<file path="config.mk">
export PLATFORM = sky130hd
export DESIGN_NAME = psgb_top
export DESIGN_NICKNAME = d
export VERILOG_FILES = /design/src/hdl/psgb_pkg.sv /design/src/hdl/psgb_stage.sv /design/src/hdl/psgb_top.sv
export VERILOG_INCLUDE_DIRS = /design/src /design/src/hdl
export SDC_FILE = /design/constraint.sdc
export NUM_CORES = 1
export LEC_CHECK = 0
export BUFFER_PORTS_ARGS = -buffer_cell sky130_fd_sc_hd__buf_2
export CAP_MARGIN = 20
export CORE_ASPECT_RATIO = 2
export CORE_MARGIN = 4
export CORE_UTILIZATION = 40
export DETAILED_ROUTE_END_ITERATION = 6
export SYNTH_ARGS = -nofsm -noshare
export SYNTH_HDL_FRONTEND = slang
export SYNTH_HIERARCHICAL = 1
export SYNTH_SLANG_ARGS = --single-unit
</file>
<file path="constraint.sdc">
create_clock -name clk -period 4.9 [get_ports clk]
set_input_delay 0.735 -clock clk [delete_from_list [all_inputs] [get_ports clk]]
set_output_delay 0.735 -clock clk [all_outputs]
set_load 0.05 [all_outputs]
</file>
<file path="src/hdl/psgb_defines.svh">
`ifndef PSGB_DEFINES_SVH
`define PSGB_DEFINES_SVH

// ----------------------------------------
// Register byte addresses
// ----------------------------------------
`define PSGB_ADDR_CTRL 8'h00
`define PSGB_ADDR_EVT_EN 8'h04
`define PSGB_ADDR_OPER0 8'h08
`define PSGB_ADDR_REL0 8'h0c
`define PSGB_ADDR_OPER1 8'h10
`define PSGB_ADDR_REL1 8'h14
`define PSGB_ADDR_STATUS 8'h18
`define PSGB_ADDR_IRQ_STAT 8'h1c
`define PSGB_ADDR_IRQ_MASK 8'h20

// ----------------------------------------
// Field positions and counts
// ----------------------------------------
`define PSGB_CTRL_FORCE_EN 0
`define PSGB_CTRL_FORCE_LSB 1
`define PSGB_NUM_STAGES 2
`define PSGB_NUM_KINDS 3

// ----------------------------------------
// Reset values and timing counts
// ----------------------------------------
`define PSGB_CTRL_RST 3'h0
`define PSGB_EVT_EN_RST 12'hfff
`define PSGB_OPER_DLY_RST 16'h0008
`define PSGB_REL_DLY_RST 16'h000c
`define PSGB_IRQ_MASK_RST 6'h00

`endif

</file>
<file path="src/hdl/psgb_pkg.sv">
package psgb_pkg;
    typedef enum logic [1:0] {
        ST_IDLE,
        ST_RUN,
        ST_TRIP,
        ST_REL
    } psgb_state_t;

    typedef logic [15:0] psgb_delay_t;
    typedef logic [31:0] psgb_word_t;
    typedef logic [3:0] psgb_fault_t;
endpackage

</file>
<file path="src/hdl/psgb_stage.sv">
`timescale 1ns/10ps
`include "psgb_defines.svh"

module psgb_stage (
    input wire logic clk,
    input wire logic reset_n,
    input wire logic clk_en,
    input wire logic tick,
    input wire logic pickup,
    input wire logic blk,
    input wire psgb_pkg::psgb_delay_t oper_dly,
    input wire psgb_pkg::psgb_delay_t rel_dly,
    input wire psgb_pkg::psgb_word_t meas,
    input wire psgb_pkg::psgb_fault_t fault,
    output logic start_ind,
    output logic trip_ind,
    output logic ind_a,
    output psgb_pkg::psgb_word_t cap_value,
    output psgb_pkg::psgb_fault_t cap_fault
);
    function automatic logic reached(input psgb_pkg::psgb_delay_t cnt,
                                     input psgb_pkg::psgb_delay_t lim);
        reached = ({1'b0, cnt} + 17'h0_0001) >= {1'b0, lim};
    endfunction

    psgb_pkg::psgb_state_t state_q, state_d;
    psgb_pkg::psgb_delay_t opcnt_q, opcnt_d;
    psgb_pkg::psgb_delay_t relcnt_q, relcnt_d;
    logic start_q, start_d;
    logic trip_q, trip_d;
    logic ind_a_q, ind_a_d;
    psgb_pkg::psgb_word_t cap_value_q, cap_value_d;
    psgb_pkg::psgb_fault_t cap_fault_q, cap_fault_d;
    logic active;

    // ----------------------------------------
    // Per processing cycle decisions
    // ----------------------------------------
    always_comb begin
        state_d = state_q;
        opcnt_d = opcnt_q;
        relcnt_d = relcnt_q;
        start_d = start_q;
        trip_d = trip_q;
        ind_a_d = ind_a_q;
        cap_value_d = cap_value_q;
        cap_fault_d = cap_fault_q;
        // Tick-sampled block level
        active = pickup & ~blk;
        if (tick) begin
            ind_a_d = pickup & blk;
            if (active) begin
                start_d = 1'b1;
                case (state_q)
                    psgb_pkg::ST_IDLE: begin
                        state_d = psgb_pkg::ST_RUN;
                        opcnt_d = '0;
                        cap_value_d = meas;
                        cap_fault_d = fault;
                    end
                    psgb_pkg::ST_REL: begin
                        state_d = psgb_pkg::ST_RUN;
                    end
                    psgb_pkg::ST_RUN: begin
                        if (reached(opcnt_q, oper_dly)) begin
                            state_d = psgb_pkg::ST_TRIP;
                            trip_d = 1'b1;
                        end else begin
                            opcnt_d = opcnt_q + 16'h0001;
                        end
                    end
                    default: begin
                        trip_d = 1'b1;
                    end
                endcase
            end else begin
                // Blocking a running start releases like a pick-up drop but also zeroes the operate count
                start_d = 1'b0;
                trip_d = 1'b0;
                case (state_q)
                    psgb_pkg::ST_RUN, psgb_pkg::ST_TRIP: begin
                        state_d = psgb_pkg::ST_REL;
                        relcnt_d = '0;
                    end
                    psgb_pkg::ST_REL: begin
                        if (reached(relcnt_q, rel_dly)) begin
                            state_d = psgb_pkg::ST_IDLE;
                            opcnt_d = '0;
                        end else begin
                            relcnt_d = relcnt_q + 16'h0001;
                        end
                    end
                    default: begin
                        state_d = psgb_pkg::ST_IDLE;
                    end
                endcase
                if (pickup & blk) begin
                    opcnt_d = '0;
                    trip_d = 1'b0;
                end
            end
        end
    end

    always_ff @(posedge clk or negedge reset_n) begin
        if (!reset_n) begin
            state_q <= psgb_pkg::ST_IDLE;
            opcnt_q <= '0;
            relcnt_q <= '0;
            start_q <= 1'b0;
            trip_q <= 1'b0;
            ind_a_q <= 1'b0;
            cap_value_q <= '0;
            cap_fault_q <= '0;
        end else if (clk_en) begin
            state_q <= state_d;
            opcnt_q <= opcnt_d;
            relcnt_q <= relcnt_d;
            start_q <= start_d;
            trip_q <= trip_d;
            ind_a_q <= ind_a_d;
            cap_value_q <= cap_value_d;
            cap_fault_q <= cap_fault_d;
        end
    end

    assign start_ind = start_q;
    assign trip_ind = trip_q;
    assign ind_a = ind_a_q;
    assign cap_value = cap_value_q;
    assign cap_fault = cap_fault_q;
endmodule

</file>
<file path="src/hdl/psgb_top.sv">
`timescale 1ns/10ps
`include "psgb_defines.svh"


module psgb_top (
    input wire logic clk,
    input wire logic reset_n,
    input wire logic clk_en,
    input wire logic hsel,
    input wire logic [31:0] haddr,
    input wire logic [1:0] htrans,
    input wire logic hwrite,
    input wire logic [2:0] hsize,
    input wire logic [31:0] hwdata,
    input wire logic hready,
    output logic [31:0] hrdata,
    output logic hreadyout,
    output logic hresp,
    input wire logic cycle_tick,
    input wire logic [1:0] pickup,
    input wire logic [1:0] block_in,
    input wire logic [31:0] meas_stage_one,
    input wire logic [31:0] meas_stage_two,
    input wire logic [3:0] fault_stage_one,
    input wire logic [3:0] fault_stage_two,
    input wire logic [31:0] time_stamp,
    output logic [1:0] start_ind,
    output logic [1:0] trip_ind,
    output logic [1:0] indication_a,
    output logic evt_valid,
    output logic [3:0] evt_code,
    output logic [31:0] evt_stamp,
    output logic [31:0] evt_value,
    output logic [3:0] evt_fault,
    output logic hmi_notify,
    output logic irq
);
    function automatic logic [3:0] first_set(input logic [11:0] v);
        first_set = 4'h0;
        for (int i = 11; i >= 0; i--) begin
            if (v[i]) begin
                first_set = 4'(i);
            end
        end
    endfunction

    // ----------------------------------------
    // Registers
    // ----------------------------------------
    logic [2:0] ctrl_q, ctrl_d;
    logic [11:0] evt_en_q, evt_en_d;
    psgb_pkg::psgb_delay_t oper_q [2];
    psgb_pkg::psgb_delay_t oper_d [2];
    psgb_pkg::psgb_delay_t rel_q [2];
    psgb_pkg::psgb_delay_t rel_d [2];
    logic [5:0] irq_stat_q, irq_stat_d;
    logic [5:0] irq_mask_q, irq_mask_d;

    logic dph_wr_q, dph_wr_d;
    logic rd_wait_q, rd_wait_d;
    logic [7:0] dph_addr_q, dph_addr_d;
    logic [31:0] hrdata_q, hrdata_d;
    logic addr_take;
    logic [31:0] rd_mux;

    logic [1:0] blk_eff;
    logic [5:0] ind;
    logic [5:0] ind_prev_q;
    logic [11:0] new_evt;
    logic [11:0] pend_q, pend_d;
    logic [5:0] irq_set;
    logic [31:0] stamp_q, stamp_d;
    psgb_pkg::psgb_word_t meas_snap_q [2];
    psgb_pkg::psgb_word_t meas_snap_d [2];
    psgb_pkg::psgb_fault_t fault_snap_q [2];
    psgb_pkg::psgb_fault_t fault_snap_d [2];
    psgb_pkg::psgb_word_t cap_value [2];
    psgb_pkg::psgb_fault_t cap_fault [2];

    logic evt_valid_q, evt_valid_d;
    logic [3:0] evt_code_q, evt_code_d;
    logic [31:0] evt_stamp_q, evt_stamp_d;
    logic [31:0] evt_value_q, evt_value_d;
    logic [3:0] evt_fault_q, evt_fault_d;
    logic hmi_q, hmi_d;
    logic [3:0] grant;
    logic grant_stage;
    logic grant_block;

    // ----------------------------------------
    // Blocking source
    // ----------------------------------------
    always_comb begin
        if (ctrl_q[`PSGB_CTRL_FORCE_EN]) begin
            blk_eff = ctrl_q[`PSGB_CTRL_FORCE_LSB +: 2];
        end else begin
            blk_eff = block_in;
        end
    end

    psgb_stage stage_one (
        .clk(clk),
        .reset_n(reset_n),
        .clk_en(clk_en),
        .tick(cycle_tick),
        .pickup(pickup[0]),
        .blk(blk_eff[0]),
        .oper_dly(oper_q[0]),
        .rel_dly(rel_q[0]),
        .meas(meas_stage_one),
        .fault(fault_stage_one),
        .start_ind(start_ind[0]),
        .trip_ind(trip_ind[0]),
        .ind_a(indication_a[0]),
        .cap_value(cap_value[0]),
        .cap_fault(cap_fault[0])
    );

    psgb_stage stage_two (
        .clk(clk),
        .reset_n(reset_n),
        .clk_en(clk_en),
        .tick(cycle_tick),
        .pickup(pickup[1]),
        .blk(blk_eff[1]),
        .oper_dly(oper_q[1]),
        .rel_dly(rel_q[1]),
        .meas(meas_stage_two),
        .fault(fault_stage_two),
        .start_ind(start_ind[1]),
        .trip_ind(trip_ind[1]),
        .ind_a(indication_a[1]),
        .cap_value(cap_value[1]),
        .cap_fault(cap_fault[1])
    );

    assign ind = {indication_a[1], trip_ind[1], start_ind[1],
                  indication_a[0], trip_ind[0], start_ind[0]};

    // ----------------------------------------
    // AHB-Lite slave
    // ----------------------------------------
    assign addr_take = hsel & hready & htrans[1];
    assign hreadyout = ~rd_wait_q;
    assign hresp = 1'b0;
    assign hrdata = hrdata_q;

    always_comb begin
        rd_mux = 32'h0000_0000;
        case (dph_addr_q)
            `PSGB_ADDR_CTRL: rd_mux = {29'h0, ctrl_q};
            `PSGB_ADDR_EVT_EN: rd_mux = {20'h0, evt_en_q};
            `PSGB_ADDR_OPER0: rd_mux = {16'h0, oper_q[0]};
            `PSGB_ADDR_REL0: rd_mux = {16'h0, rel_q[0]};
            `PSGB_ADDR_OPER1: rd_mux = {16'h0, oper_q[1]};
            `PSGB_ADDR_REL1: rd_mux = {16'h0, rel_q[1]};
            `PSGB_ADDR_STATUS: rd_mux = {26'h0, ind};
            `PSGB_ADDR_IRQ_STAT: rd_mux = {26'h0, irq_stat_q};
            `PSGB_ADDR_IRQ_MASK: rd_mux = {26'h0, irq_mask_q};
            default: rd_mux = 32'h0000_0000;
        endcase
    end

    // Reads take one wait state so a write just before is always seen
    always_comb begin
        dph_wr_d = dph_wr_q;
        dph_addr_d = dph_addr_q;
        rd_wait_d = 1'b0;
        hrdata_d = hrdata_q;
        ctrl_d = ctrl_q;
        evt_en_d = evt_en_q;
        oper_d = oper_q;
        rel_d = rel_q;
        irq_mask_d = irq_mask_q;
        if (rd_wait_q) begin
            hrdata_d = rd_mux;
        end
        if (dph_wr_q) begin
            dph_wr_d = 1'b0;
            case (dph_addr_q)
                `PSGB_ADDR_CTRL: ctrl_d = hwdata[2:0];
                `PSGB_ADDR_EVT_EN: evt_en_d = hwdata[11:0];
                `PSGB_ADDR_OPER0: oper_d[0] = hwdata[15:0];
                `PSGB_ADDR_REL0: rel_d[0] = hwdata[15:0];
                `PSGB_ADDR_OPER1: oper_d[1] = hwdata[15:0];
                `PSGB_ADDR_REL1: rel_d[1] = hwdata[15:0];
                `PSGB_ADDR_IRQ_MASK: irq_mask_d = hwdata[5:0];
                default: ;
            endcase
        end
        if (addr_take) begin
            dph_addr_d = haddr[7:0];
            dph_wr_d = hwrite;
            rd_wait_d = ~hwrite;
        end
    end

    // ----------------------------------------
    // Change detection and events
    // ----------------------------------------
    always_comb begin
        new_evt = '0;
        irq_set = '0;
        for (int s = 0; s < `PSGB_NUM_STAGES; s++) begin
            for (int k = 0; k < `PSGB_NUM_KINDS; k++) begin
                new_evt[s*6+k*2] = ind[s*3+k] & ~ind_prev_q[s*3+k];
                new_evt[s*6+k*2+1] = ~ind[s*3+k] & ind_prev_q[s*3+k];
                irq_set[s*3+k] = ind[s*3+k] & ~ind_prev_q[s*3+k];
            end
        end
        new_evt = new_evt & evt_en_q;
    end

    assign grant = first_set(pend_q);
    assign grant_stage = grant >= 4'h6;
    assign grant_block = grant_stage ? (grant >= 4'ha) : (grant >= 4'h4);

    // Drains one event per clock; a new event during drain restamps the rest
    always_comb begin
        pend_d = pend_q;
        stamp_d = stamp_q;
        meas_snap_d = meas_snap_q;
        fault_snap_d = fault_snap_q;
        evt_valid_d = 1'b0;
        evt_code_d = evt_code_q;
        evt_stamp_d = evt_stamp_q;
        evt_value_d = evt_value_q;
        evt_fault_d = evt_fault_q;
        hmi_d = indication_a[0] & ~ind_prev_q[2] | indication_a[1] & ~ind_prev_q[5];
        if (|pend_q) begin
            pend_d[grant] = 1'b0;
            evt_valid_d = 1'b1;
            evt_code_d = grant;
            evt_stamp_d = stamp_q;
            if (grant_block) begin
                evt_value_d = cap_value[grant_stage];
                evt_fault_d = cap_fault[grant_stage];
            end else begin
                evt_value_d = meas_snap_q[grant_stage];
                evt_fault_d = fault_snap_q[grant_stage];
            end
        end
        if (|new_evt) begin
            pend_d = pend_d | new_evt;
            stamp_d = time_stamp;
            meas_snap_d[0] = meas_stage_one;
            meas_snap_d[1] = meas_stage_two;
            fault_snap_d[0] = fault_stage_one;
            fault_snap_d[1] = fault_stage_two;
        end
        // New events win over the write-one clear
        irq_stat_d = irq_stat_q;
        if (dph_wr_q && dph_addr_q == `PSGB_ADDR_IRQ_STAT) begin
            irq_stat_d = irq_stat_q & ~hwdata[5:0];
        end
        irq_stat_d = irq_stat_d | irq_set;
    end

    always_ff @(posedge clk or negedge reset_n) begin
        if (!reset_n) begin
            dph_wr_q <= 1'b0;
            dph_addr_q <= 8'h00;
            rd_wait_q <= 1'b0;
            hrdata_q <= 32'h0000_0000;
            ctrl_q <= `PSGB_CTRL_RST;
            evt_en_q <= `PSGB_EVT_EN_RST;
            oper_q[0] <= `PSGB_OPER_DLY_RST;
            oper_q[1] <= `PSGB_OPER_DLY_RST;
            rel_q[0] <= `PSGB_REL_DLY_RST;
            rel_q[1] <= `PSGB_REL_DLY_RST;
            irq_mask_q <= `PSGB_IRQ_MASK_RST;
            irq_stat_q <= 6'h00;
            ind_prev_q <= 6'h00;
            pend_q <= 12'h000;
            stamp_q <= 32'h0000_0000;
            meas_snap_q[0] <= 32'h0000_0000;
            meas_snap_q[1] <= 32'h0000_0000;
            fault_snap_q[0] <= 4'h0;
            fault_snap_q[1] <= 4'h0;
            evt_valid_q <= 1'b0;
            evt_code_q <= 4'h0;
            evt_stamp_q <= 32'h0000_0000;
            evt_value_q <= 32'h0000_0000;
            evt_fault_q <= 4'h0;
            hmi_q <= 1'b0;
        end else if (clk_en) begin
            dph_wr_q <= dph_wr_d;
            dph_addr_q <= dph_addr_d;
            rd_wait_q <= rd_wait_d;
            hrdata_q <= hrdata_d;
            ctrl_q <= ctrl_d;
            evt_en_q <= evt_en_d;
            oper_q <= oper_d;
            rel_q <= rel_d;
            irq_mask_q <= irq_mask_d;
            irq_stat_q <= irq_stat_d;
            ind_prev_q <= ind;
            pend_q <= pend_d;
            stamp_q <= stamp_d;
            meas_snap_q <= meas_snap_d;
            fault_snap_q <= fault_snap_d;
            evt_valid_q <= evt_valid_d;
            evt_code_q <= evt_code_d;
            evt_stamp_q <= evt_stamp_d;
            evt_value_q <= evt_value_d;
            evt_fault_q <= evt_fault_d;
            hmi_q <= hmi_d;
        end
    end

    assign evt_valid = evt_valid_q;
    assign evt_code = evt_code_q;
    assign evt_stamp = evt_stamp_q;
    assign evt_value = evt_value_q;
    assign evt_fault = evt_fault_q;
    assign hmi_notify = hmi_q;
    assign irq = |(irq_stat_q & irq_mask_q);
endmodule

</file>
# ---- Yosys cells after proc, flatten, opt, wreduce, memory -nomap -nowiden
# Index checks and enable logic that the tools add are counted.
dict set report op_classes {
  addsub 8
  order_cmp 10
  n_eq_ne 28
  muxes 71
  n_bitwise 46
  reduce_logical 40
}
# cell n
set ops {}
lappend ops {{2-to-1 mux 32 bit} 7}
lappend ops {{2-to-1 mux 16 bit} 12}
lappend ops {{case mux 16 bit (9 select lines)} 1}
lappend ops {{case mux 16 bit (2 select lines)} 4}
lappend ops {{2-to-1 mux 4 bit} 19}
lappend ops {{adder 16 x 1 -> 17 bit (second input constant)} 4}
lappend ops {{greater-or-equal comparator 17 x 16 -> 1 bit} 4}
lappend ops {{adder 16 x 1 -> 16 bit (second input constant)} 4}
lappend ops {{equality test 8 x 5 -> 1 bit (second input constant)} 4}
lappend ops {{AND 12 bit} 2}
lappend ops {{2-to-1 mux 12 bit} 2}
lappend ops {{inequality test 3 bit (second input constant)} 8}
lappend ops {{OR reduction 12 bit} 2}
lappend ops {{AND reduction 3 bit} 7}
lappend ops {{AND reduction 5 bit} 4}
lappend ops {{AND 1 bit} 18}
lappend ops {{NOT 1 bit} 18}
lappend ops {{equality test 8 x 4 -> 1 bit (second input constant)} 2}
lappend ops {{case mux 2 bit (2 select lines)} 4}
lappend ops {{AND reduction 4 bit} 4}
lappend ops {{2-to-1 mux 2 bit} 7}
lappend ops {{AND 6 bit} 2}
lappend ops {{NOT 12 bit} 1}
lappend ops {{OR 12 bit} 1}
lappend ops {{28 further kinds} 62}
dict set report word_totals {
  register_bits 475
  output_inout_bits 115
}

# ---- Longest topological paths before layout
# Gate-level depths: netlist of the first run.
dict set report logic_depth {
  word_depth 21
  depth_mapped 15
  depth_no_buf 14
}

# ---- Cells and area by module
# The synthesis of the first run kept the hierarchy.
# mod instances cells_each area_each_um2 seq_area_each_um2
set by_module_without_submodules {}
lappend by_module_without_submodules {psgb_top 1 1123 14052.2 7855.0}
lappend by_module_without_submodules {{psgb_stage at stage_one} 1 443 4439.3 1826.8}
lappend by_module_without_submodules {{psgb_stage at stage_two} 1 431 4430.5 1826.8}

# ---- Worst setup path before layout of the first run
# OpenSTA, ideal clock, no wires.
dict set report synth_timing {
  path_kind {flip-flop to flip-flop}
  from {register stage_one.opcnt_q[0]}
  to {register stage_one.opcnt_q[15]}
  arrival_time_ps 3602
  required_time_ps 4775
  slack_ps 1173
  stages_incl_launch_ff 16
  path_buffers 1
  period_less_slack_ps 3727
  path_cell_list {dfrtp_1 ha_1 nand3_1 nor2_1 nand3_1 or3_1 xnor2_1 ha_1 a21oi_1 nor2b_1 a311oi_1 and4_1 o21ai_2 a221oi_4 buf_6 mux2_4}
}
dict set report synth_via {
  elab_chain_cells 4
}
# element line_no
set synth_rtl {}
lappend synth_rtl {{from (decl)} psgb_stage.sv:27} ;# psgb_pkg::psgb_delay_t opcnt_q, opcnt_d;
lappend synth_rtl {{from (signal assigned)} psgb_stage.sv:117} ;# opcnt_q <= opcnt_d;
lappend synth_rtl {{adder 16 x 1 -> 17 bit or adder 16 x 1 -> 16 bit (tied branches)} {psgb_stage.sv:23, psgb_stage.sv:69}}
lappend synth_rtl {{greater-or-equal comparator 17 x 16 -> 1 bit or 2-to-1 mux 16 bit (tied branches)} {psgb_stage.sv:23, psgb_stage.sv:65}}
lappend synth_rtl {{inequality test 3 bit (no source line) or case mux 16 bit (2 select lines) (tied branches)} -}
lappend synth_rtl {{AND reduction 6 bit (no source line) or 2-to-1 mux 16 bit (tied branches)} -}
# Several ways; a longest one is shown, not always the timed one. The select of a mux whose other input is x is not followed.
# A chain may end at the register's enable or synchronous reset.

# ---- Worst setup path in the final report of the first run
dict set report layout_timing {
  from {register stage_one.opcnt_q[0]}
  to {register stage_one.opcnt_q[9]}
}
# Same word-level chain as after synthesis.

==> metrics.md, run 1 <==
| Metric | Value |
|---|---|
| Post-Syn Area | `22900 um^2` |
| Clock latency on the worst-skew pair | `about 590 ps` |
| Largest net degree at the start of global routing | `123` |
| First-pass GRT wire length | `106000 um` |
| DIE AREA | `61400 um^2` |
| Area Overhead vs Synth | `15.1%` |
| Die height | `347 um` |
| Synth Register Bits | `between 400 and 500` |
| Final hold violation count | `0` |
| Final GP Congestion | `approximately 0.9` |
| PD cells | `approximately 530 nW/um^2` |
| Number of clock sinks | `459` |
| Util after Layout | `46.7%` |
| Port bufs | `237` |
| Dpl ws | `610 ps` |
| Setup TNS | `0 ps` |
| Maximum vdd drop | `0.404 mV` |
| Total Wirelength | `between 60000 and 70000 um` |
| Switch share | `roughly 39%` |
| Setup ws final | `607 ps` |
| Crit Path Class | `flip-flop to flip-flop` |
| CTS tree | `yes` |
| Initial DRC count | `roughly 890` |
| Core footprint | `between 50000 and 60000 um^2` |
| Worst path max stage delay | `roughly 450 ps` |
| Clock skew | `between 30 and 40 ps` |
| Tightest hold margin | `~210 ps` |
| Finish-stage setup viols | `0` |
| Reg2reg start | `stage_one/opcnt_q[0]` |
| Sequential element share of the synthesized area | `between 50% and 60%` |
| Worst Reg-to-Reg Cells | `15` |
| Reg clk slew, reported paths | `60 ps` |
| Syn. warnings | `6` |
| Commonest cells after routing, fill and taps aside | `441 x dfrtp_1, 270 x mux2_2, 241 x nand2_1` |
| Cell Int Power | `roughly 8.6 mW` |
| Dpl cells | `about 2900` |
| Slowest CP cell | `dfrtp_1` |
| CTS resizes | `0` |
| Number of flops mapped to enable cells by yosys | `0` |
| RSZ-0062 raised after global routing | `no` |
| Clock buffer depth | `3` |
| Total grt overflow | `0` |
| Share of layout cells above drive strength 1 | `31.2%` |
| Setup repair bufs after CTS | `0` |
| Comb power frac | `35.8%` |
| CTS Buf Count | `between 40 and 50` |
| CP Max Fanout | `16` |
| Sequential share of power | `between 30% and 40%` |
| # hold bufs at CTS | `0` |
| DR WL/cell | `around 23 um` |
| Number of global-route vias before repair | `18300` |
| Status | `finished clean` |
| Lkg Pwr | `roughly 13 nW` |
| All-Layer GR Usage | `22.0%` |
| Maxcap violations | `0` |
| Asr flop ratio synth | `100%` |
| Std cell rows | `123` |
| Worst endpoint required time | `around 5400 ps` |
| Clk Tree Root Cell | `clkbuf_16` |
| Commonest non-fill, non-tap cell in the layout | `dfrtp_1` |
| H-tree Lvls | `2` |
| Post-detail-place hpwl | `about 49000 um` |
| Yosys cell types | `89` |
| TritonRoute pass-1 iters | `7` |
| Slew Limit Fails | `0` |
| Top_reg_cell synth | `dfrtp_1` |
| FILL cells | `~5300` |
| Syn_area_per_cell | `~11 um^2` |
| Initial antenna violation count | `5` |
| Via count | `approximately 17000` |
| Cell Chain, Critical Path | `ha_1 > nand3_1 > nor2_1 > nand3_1 > or3_1 > xnor2_1 > ha_1 > a21oi_1 > nor2b_1 > a311oi_1 > and4_1 > o21ai_2 > a221oi_4 > buf_4 > mux2_2` |
| Psw | `between 5 and 6 mW` |
| Antenna Violating Nets Remaining | `0` |
| Number of remaining DRC errors | `0` |
| Initial Util | `between 40% and 50%` |
| Worst Setup SP | `stage_one/opcnt_q[0]` |
| R2r setup slk | `between 600 and 700 ps` |
| Synth top area share | `roughly 48%` |
| CP Launch Type | `flip-flop` |
| Critical Path AT | `approximately 4800 ps` |
| FF+latch area | `between 10000 and 15000 um^2` |
| Layout Cells excl Fill | `roughly 3000` |
| Post-synth top area cell | `dfrtp_1` |
| Crit path capture type | `flip-flop` |
| Fmax achieved | `~0.23 GHz` |
| I/O pins | `roughly 300` |
| NumNets Final | `between 2000 and 2500` |
| Post-synthesis instance total | `between 1500 and 2000` |
| Via density per instance | `~5.6` |
| Slew headroom | `about 28%` |
| Largest cells by area after synthesis | `dfrtp_1 48%, mux2_2 13%, ha_1 4.1%` |
| Chip width | `177 um` |
| Clock power share | `around 26%` |
| Multi-input logic area | `10400 um^2` |
| Tmin final | `4290 ps` |
| Part of the cycle the worst path needs | `a little under 90%` |
| Worst slew pin tran | `between 1000 and 1500 ps` |
| Worst Hold Class | `input pin to asynchronous set/reset pin` |
-- cell families (layout without fill, tap and decap cells) --
logic type	Yosys count	count (layout)	share of synthesized area (%)
buf+inv	253	479	4.87
fa+ha+maj	75	75	4.09
flops	459	459	50.2
other cells	1	21	0.0164
mux	300	300	14.8
simple gates	478	478	10.2
compound gates	380	380	13.9
xor+xnor	51	51	1.95
-- power groups by stage --
| stage | Clock, mW | Sequential [mW] | Combinational (mW) |
|---|---|---|---|
| after detailed placement | 0 | 5.48 | 5.08 |
| final | 3.60 | 5.41 | 5.02 |
| after CTS | 3.71 | 5.42 | 5.08 |
| after floorplan | 0 | 5.94 | 2.98 |
| after global placement | 0 | 5.42 | 4.95 |
| after global routing | 3.84 | 5.53 | 5.40 |
-- final timing paths --
kind                                            to
setup / recovery              stage_one/opcnt_q[9]
hold / removal               stage_one/opcnt_q[12]
setup reg to reg              stage_one/opcnt_q[9]
hold reg to reg                      evt_stamp[18]
max in group asynchronous              stamp_q[28]
min in group clk           stage_two/cap_value[28]
-- cell type report --
| class | instances | share of cell area, % |
|---|---|---|
| clock inverters | 23 | 0.996 |
| inverters | 128 | 1.82 |
| well taps | 750 | 3.56 |
| flip-flops and latches | 459 | 43.6 |
| repair buffers | 271 | 5.75 |
| diodes | 4 | 0.0379 |
| multi-input cells | 1301 | 39.5 |
| clock buffers | 57 | 4.75 |
-- state kept, by name, summed over array words and instances (netlist names), 16 cells and up --
name                 flops
hrdata                  16
stage_two/relcnt_q      16
evt_stamp               32
rel_q                   32
meas_snap_q             64
stage_one/opcnt_q       16
stage_one/cap_value     32
oper_q                  32
stage_two/opcnt_q       16
stage_two/cap_value     32
evt_value               32
stage_one/relcnt_q      16
stamp_q                 32
-- synth_stat cells, types with 10 or more instances --
cell type and count:
a221oi_2 20, nand2b_1 12, xnor2_1 31, dfrtp_1 441, o21ai_0 63, mux2_2 270
a22oi_1 15, and3_1 12, xor2_1 20, nor2b_1 16, nand4_1 35, mux2_1 19
a32o_1 49, buf_2 40, nor3_1 12, a21o_1 15, buf_4 17, a22o_1 26
nand3_1 47, inv_1 128, a21oi_1 41, a222oi_1 13, clkbuf_1 58, o31ai_1 10
dfstp_2 18, ha_1 75, a311o_1 36, nor2_1 48, nand2_1 241, a221oi_1 21
-- worst max-delay path, delay by kind of cell, from the launching register on --
kind | cells | cell delay (ps)
compound gates | 4 | 830
xor+xnor | 1 | 310
fa+ha+maj | 2 | 590
buf+inv | 1 | 290
flops | 1 | 450
mux | 1 | 370
simple gates | 6 | 1330
-- per-stage QoR --
stage / power, mW / cell area, um^2
4_1_cts: 14.2 / 26400
6_report: 14.0 / 26400
3_3_place_gp: 10.4 / 24900
2_1_floorplan: 8.92 / 23000
3_5_place_dp: 10.6 / 24900
5_1_grt: 14.8 / 26400
-- per-layer routing --
layer / wire length [um] / vias up / track usage (%)
li1: - / 7648 / -
met1: 24500 / 8476 / 23.4
met2: 35900 / 537 / 40.3
met3: 3810 / 165 / 4.19
met4: 4070 / 2 / 11.6
met5: 12 / - / 0
Note: power is estimated with default switching activity, not from simulation.
==> run 2: changes to the inputs <==
- SYNTH_HIERARCHICAL: 1 -> default
==> run 2 against run 1 <==
The flow now finishes with violations (DRC). Setup slack better by 260 ps. Clock-buffer cell count is 6 higher. Critical path depth fell by 1. Sequential power up 0.7%. Largest power group unchanged. Highest routed layer unchanged.
==> metrics.md, run 2 <==
| Metric | Value |
|---|---|
| Status | `finished with violations (was finished clean)` |
| Failing checks | `DRC` |
| Crit Path Class | `flip-flop to flip-flop (unchanged)` |
| Top_reg_cell synth | `dfrtp_1 (unchanged)` |
| Fmax achieved | `0.248 GHz (was 0.233 GHz)` |
| Finish-stage setup viols | `0 (unchanged)` |
| Die height | `341 um (was 347 um)` |
| Critical Path AT | `4530 ps (was 4760 ps)` |
| Post-Syn Area | `22100 um^2 (was 22900 um^2)` |
| Lkg Pwr | `12.7 nW (was 12.5 nW)` |
| Commonest cells after routing, fill and taps aside | `441 x dfrtp_1, 252 x nand2_1, 240 x mux2_2 (was 441 x dfrtp_1, 270 x mux2_2, 241 x nand2_1)` |
| Final GP Congestion | `0.870 (was 0.907)` |
| Post-detail-place hpwl | `46900 um (was 48800 um)` |
| Via count | `16400 (was 16800)` |
| Initial Util | `40.5% (was 40.6%)` |
| Multi-input logic area | `9770 um^2 (was 10400 um^2)` |
| Top Metal Used | `met5 (unchanged)` |
| Tot Pwr | `12.9 mW (was 14.0 mW)` |
| Layout Cells excl Fill | `3011 (was 2993)` |
| Worst Setup SP | `stage_two.opcnt_q[0] (was stage_one/opcnt_q[0])` |
| Synth top area share | `49.9% (was 48.1%)` |
| First-pass GRT wire length | `100000 um (was 106000 um)` |
| DIE AREA | `59400 um^2 (was 61400 um^2)` |
| Setup repair bufs after CTS | `0 (unchanged)` |
| Total grt overflow | `0 (unchanged)` |
| Clock latency on the worst-skew pair | `580 ps (was 590 ps)` |
| CTS resizes | `0 (unchanged)` |
| Share of layout cells above drive strength 1 | `27.7% (was 31.2%)` |
| FILL cells | `5121 (was 5272)` |
| All-Layer GR Usage | `21.3% (was 22.0%)` |
| CP Launch Type | `flip-flop (unchanged)` |
| Tmin final | `4040 ps (was 4290 ps)` |
| I/O pins | `299 (unchanged)` |
| # hold bufs at CTS | `0 (unchanged)` |
| Std cell rows | `121 (was 123)` |
| Initial antenna violation count | `17 (was 5)` |
| Number of clock sinks | `459 (unchanged)` |
| Met2 wire len | `33000 um (was 35900 um)` |
| Clk Tree Root Cell | `clkbuf_16 (unchanged)` |
| Post-synth top area cell | `dfrtp_1 (unchanged)` |
| Post-synth top cells | `441 x dfrtp_1, 254 x nand2_1, 240 x mux2_2 (was 441 x dfrtp_1, 270 x mux2_2, 241 x nand2_1)` |
| Clock buffer depth | `3 (unchanged)` |
| RSZ-0062 raised after global routing | `no (unchanged)` |
| Commonest non-fill, non-tap cell in the layout | `dfrtp_1 (unchanged)` |
| CTS tree | `yes (unchanged)` |
| Asr flop ratio synth | `100% (unchanged)` |
| Dpl cells | `2922 (was 2909)` |
| Reg clk slew, reported paths | `60 ps (about the same)` |
| FF+latch area | `11500 um^2 (unchanged)` |
| Port bufs | `237 (unchanged)` |
| Core footprint | `54700 um^2 (was 56500 um^2)` |
| Maximum vdd drop | `0.424 mV (was 0.404 mV)` |
| NumNets Final | `2488 (was 2464)` |
| Clock skew | `23.3 ps (was 33.8 ps)` |
| Slew headroom | `31.2% (was 27.7%)` |
| Initial DRC count | `1005 (was 887)` |
| Number of flops mapped to enable cells by yosys | `0 (unchanged)` |
| Syn_area_per_cell | `11.0 um^2 (was 11.5 um^2)` |
| Number of global-route vias before repair | `17400 (was 18300)` |
| R2r setup slk | `860 ps (was 610 ps)` |
| Metal3 WL | `3960 um (was 3810 um)` |
| Post-synthesis instance total | `2017 (was 1997)` |
| CTS Buf Count | `44 (unchanged)` |
| Number of remaining DRC errors | `9 (was 0)` |
| Largest net degree at the start of global routing | `131 (was 123)` |
| Worst Hold Class | `input pin to asynchronous set/reset pin (unchanged)` |
| H-tree Lvls | `2 (unchanged)` |
| CP Max Fanout | `16 (unchanged)` |
| Part of the cycle the worst path needs | `82.4% (was 87.6%)` |
| Most frequent cell after synthesis | `dfrtp_1 (unchanged)` |
| Crit path capture type | `flip-flop (unchanged)` |
| Reg2reg start | `stage_two.opcnt_q[0] (was stage_one/opcnt_q[0])` |
| Slew Limit Fails | `0 (unchanged)` |
| Reg with most FFs | `meas_snap_q (unchanged)` |
| WL met1 | `23400 um (was 24500 um)` |
| Maxcap violations | `0 (unchanged)` |
| Antenna Violating Nets Remaining | `0 (unchanged)` |
| Total Wirelength | `64100 um (was 68300 um)` |
| Via density per instance | `5.46 (was 5.62)` |
| Area Overhead vs Synth | `15.2% (was 15.1%)` |
| Largest cells by area after synthesis | `dfrtp_1 50%, mux2_2 12%, nand2_1 4.3% (was dfrtp_1 48%, mux2_2 13%, ha_1 4.1%)` |
| Sequential element share of the synthesized area | `52.0% (was 50.2%)` |
| Largest register FFs | `64 (unchanged)` |
| PD cells | `507 nW/um^2 (was 532 nW/um^2)` |
| Final hold violation count | `0 (unchanged)` |
| Yosys cell types | `80 (was 89)` |
| Worst endpoint required time | `5400 ps (was 5370 ps)` |
| TritonRoute pass-1 iters | `7 (unchanged)` |
| Chip width | `174 um (was 177 um)` |
| Syn. warnings | `0 (was 6)` |
| Worst slew pin tran | `1030 ps (was 1080 ps)` |
| DR WL/cell | `21.3 um (was 22.8 um)` |
| Synth Register Bits | `459 (unchanged)` |
| Setup TNS | `0 ps (unchanged)` |
[run 2: critical path, cell delays in order (launching register included)]
cell and delay [ps]:
dfrtp_1 440, ha_1 220, nand3_1 210, nor3_1 490, and3_1 260, nand3_1 110, xnor2_1 270, ha_1 310
o21a_1 110, o21ai_0 200, nor2_1 110, a211oi_2 360, and3_1 560, o21ai_0 190, o21ai_0 110
[run 2: logic make-up (layout without fill, tap and decap cells)]
logic type               Yosys count  count (layout)  share of synthesized area [%]
adder cells (fa/ha/maj)           74              74                           4.19
AO/OA/AOI/OAI                    390             390                           11.9
XOR/XNOR                          45              45                           1.78
buffers and inverters            218             449                           4.31
other                              1              26                         0.0170
multiplexers                     287             287                           14.5
AND/OR/NAND/NOR                  543             543                           11.3
flip-flops                       459             459                           52.0
[run 2: per-layer routing]
layer	global-route usage, %	vias up
li1	-	7580
met1	23.2	8175
met2	38.2	501
met3	4.87	170
met4	11.4	14
met5	0	-
[run 2: worst paths after layout]
kind,to,cells past startpoint
max in group asynchronous,stage_one.relcnt_q[2],2
max reg2reg,stage_two.opcnt_q[4],14
max,stage_two.opcnt_q[4],14
min in group clk,rd_wait_q,2
min,stage_two.opcnt_q[13],1
min reg2reg,evt_stamp[30],2
[run 2: report_power, final]
group	switching (mW)	leakage, nW	internal [mW]
Sequential	0.641	5.99	4.81
Clock	1.52	0.721	1.95
Combinational	2.63	5.94	1.37
Total	4.79	12.7	8.13
[run 2: per-stage QoR]
step           setup slack (ps)  util, %  hold slack, ps  area, um^2
2_1_floorplan              1670        -             433       22200
3_3_place_gp               1030     43.9             442       24000
3_5_place_dp                882     44.0             449       24000
4_1_cts                     857     46.6             223       25500
5_1_grt                     492     46.6             239       25500
6_report                    865     46.6             173       25500
[run 2: final cells by class]
class / instances / area share [%]
repair buffers: 262 / 5.60
diodes: 9 / 0.0883
clock buffers: 63 / 5.08
multi-input cells: 1356 / 38.3
clock inverters: 17 / 0.584
inverters: 107 / 1.58
flip-flops and latches: 459 / 45.1
well taps: 738 / 3.62
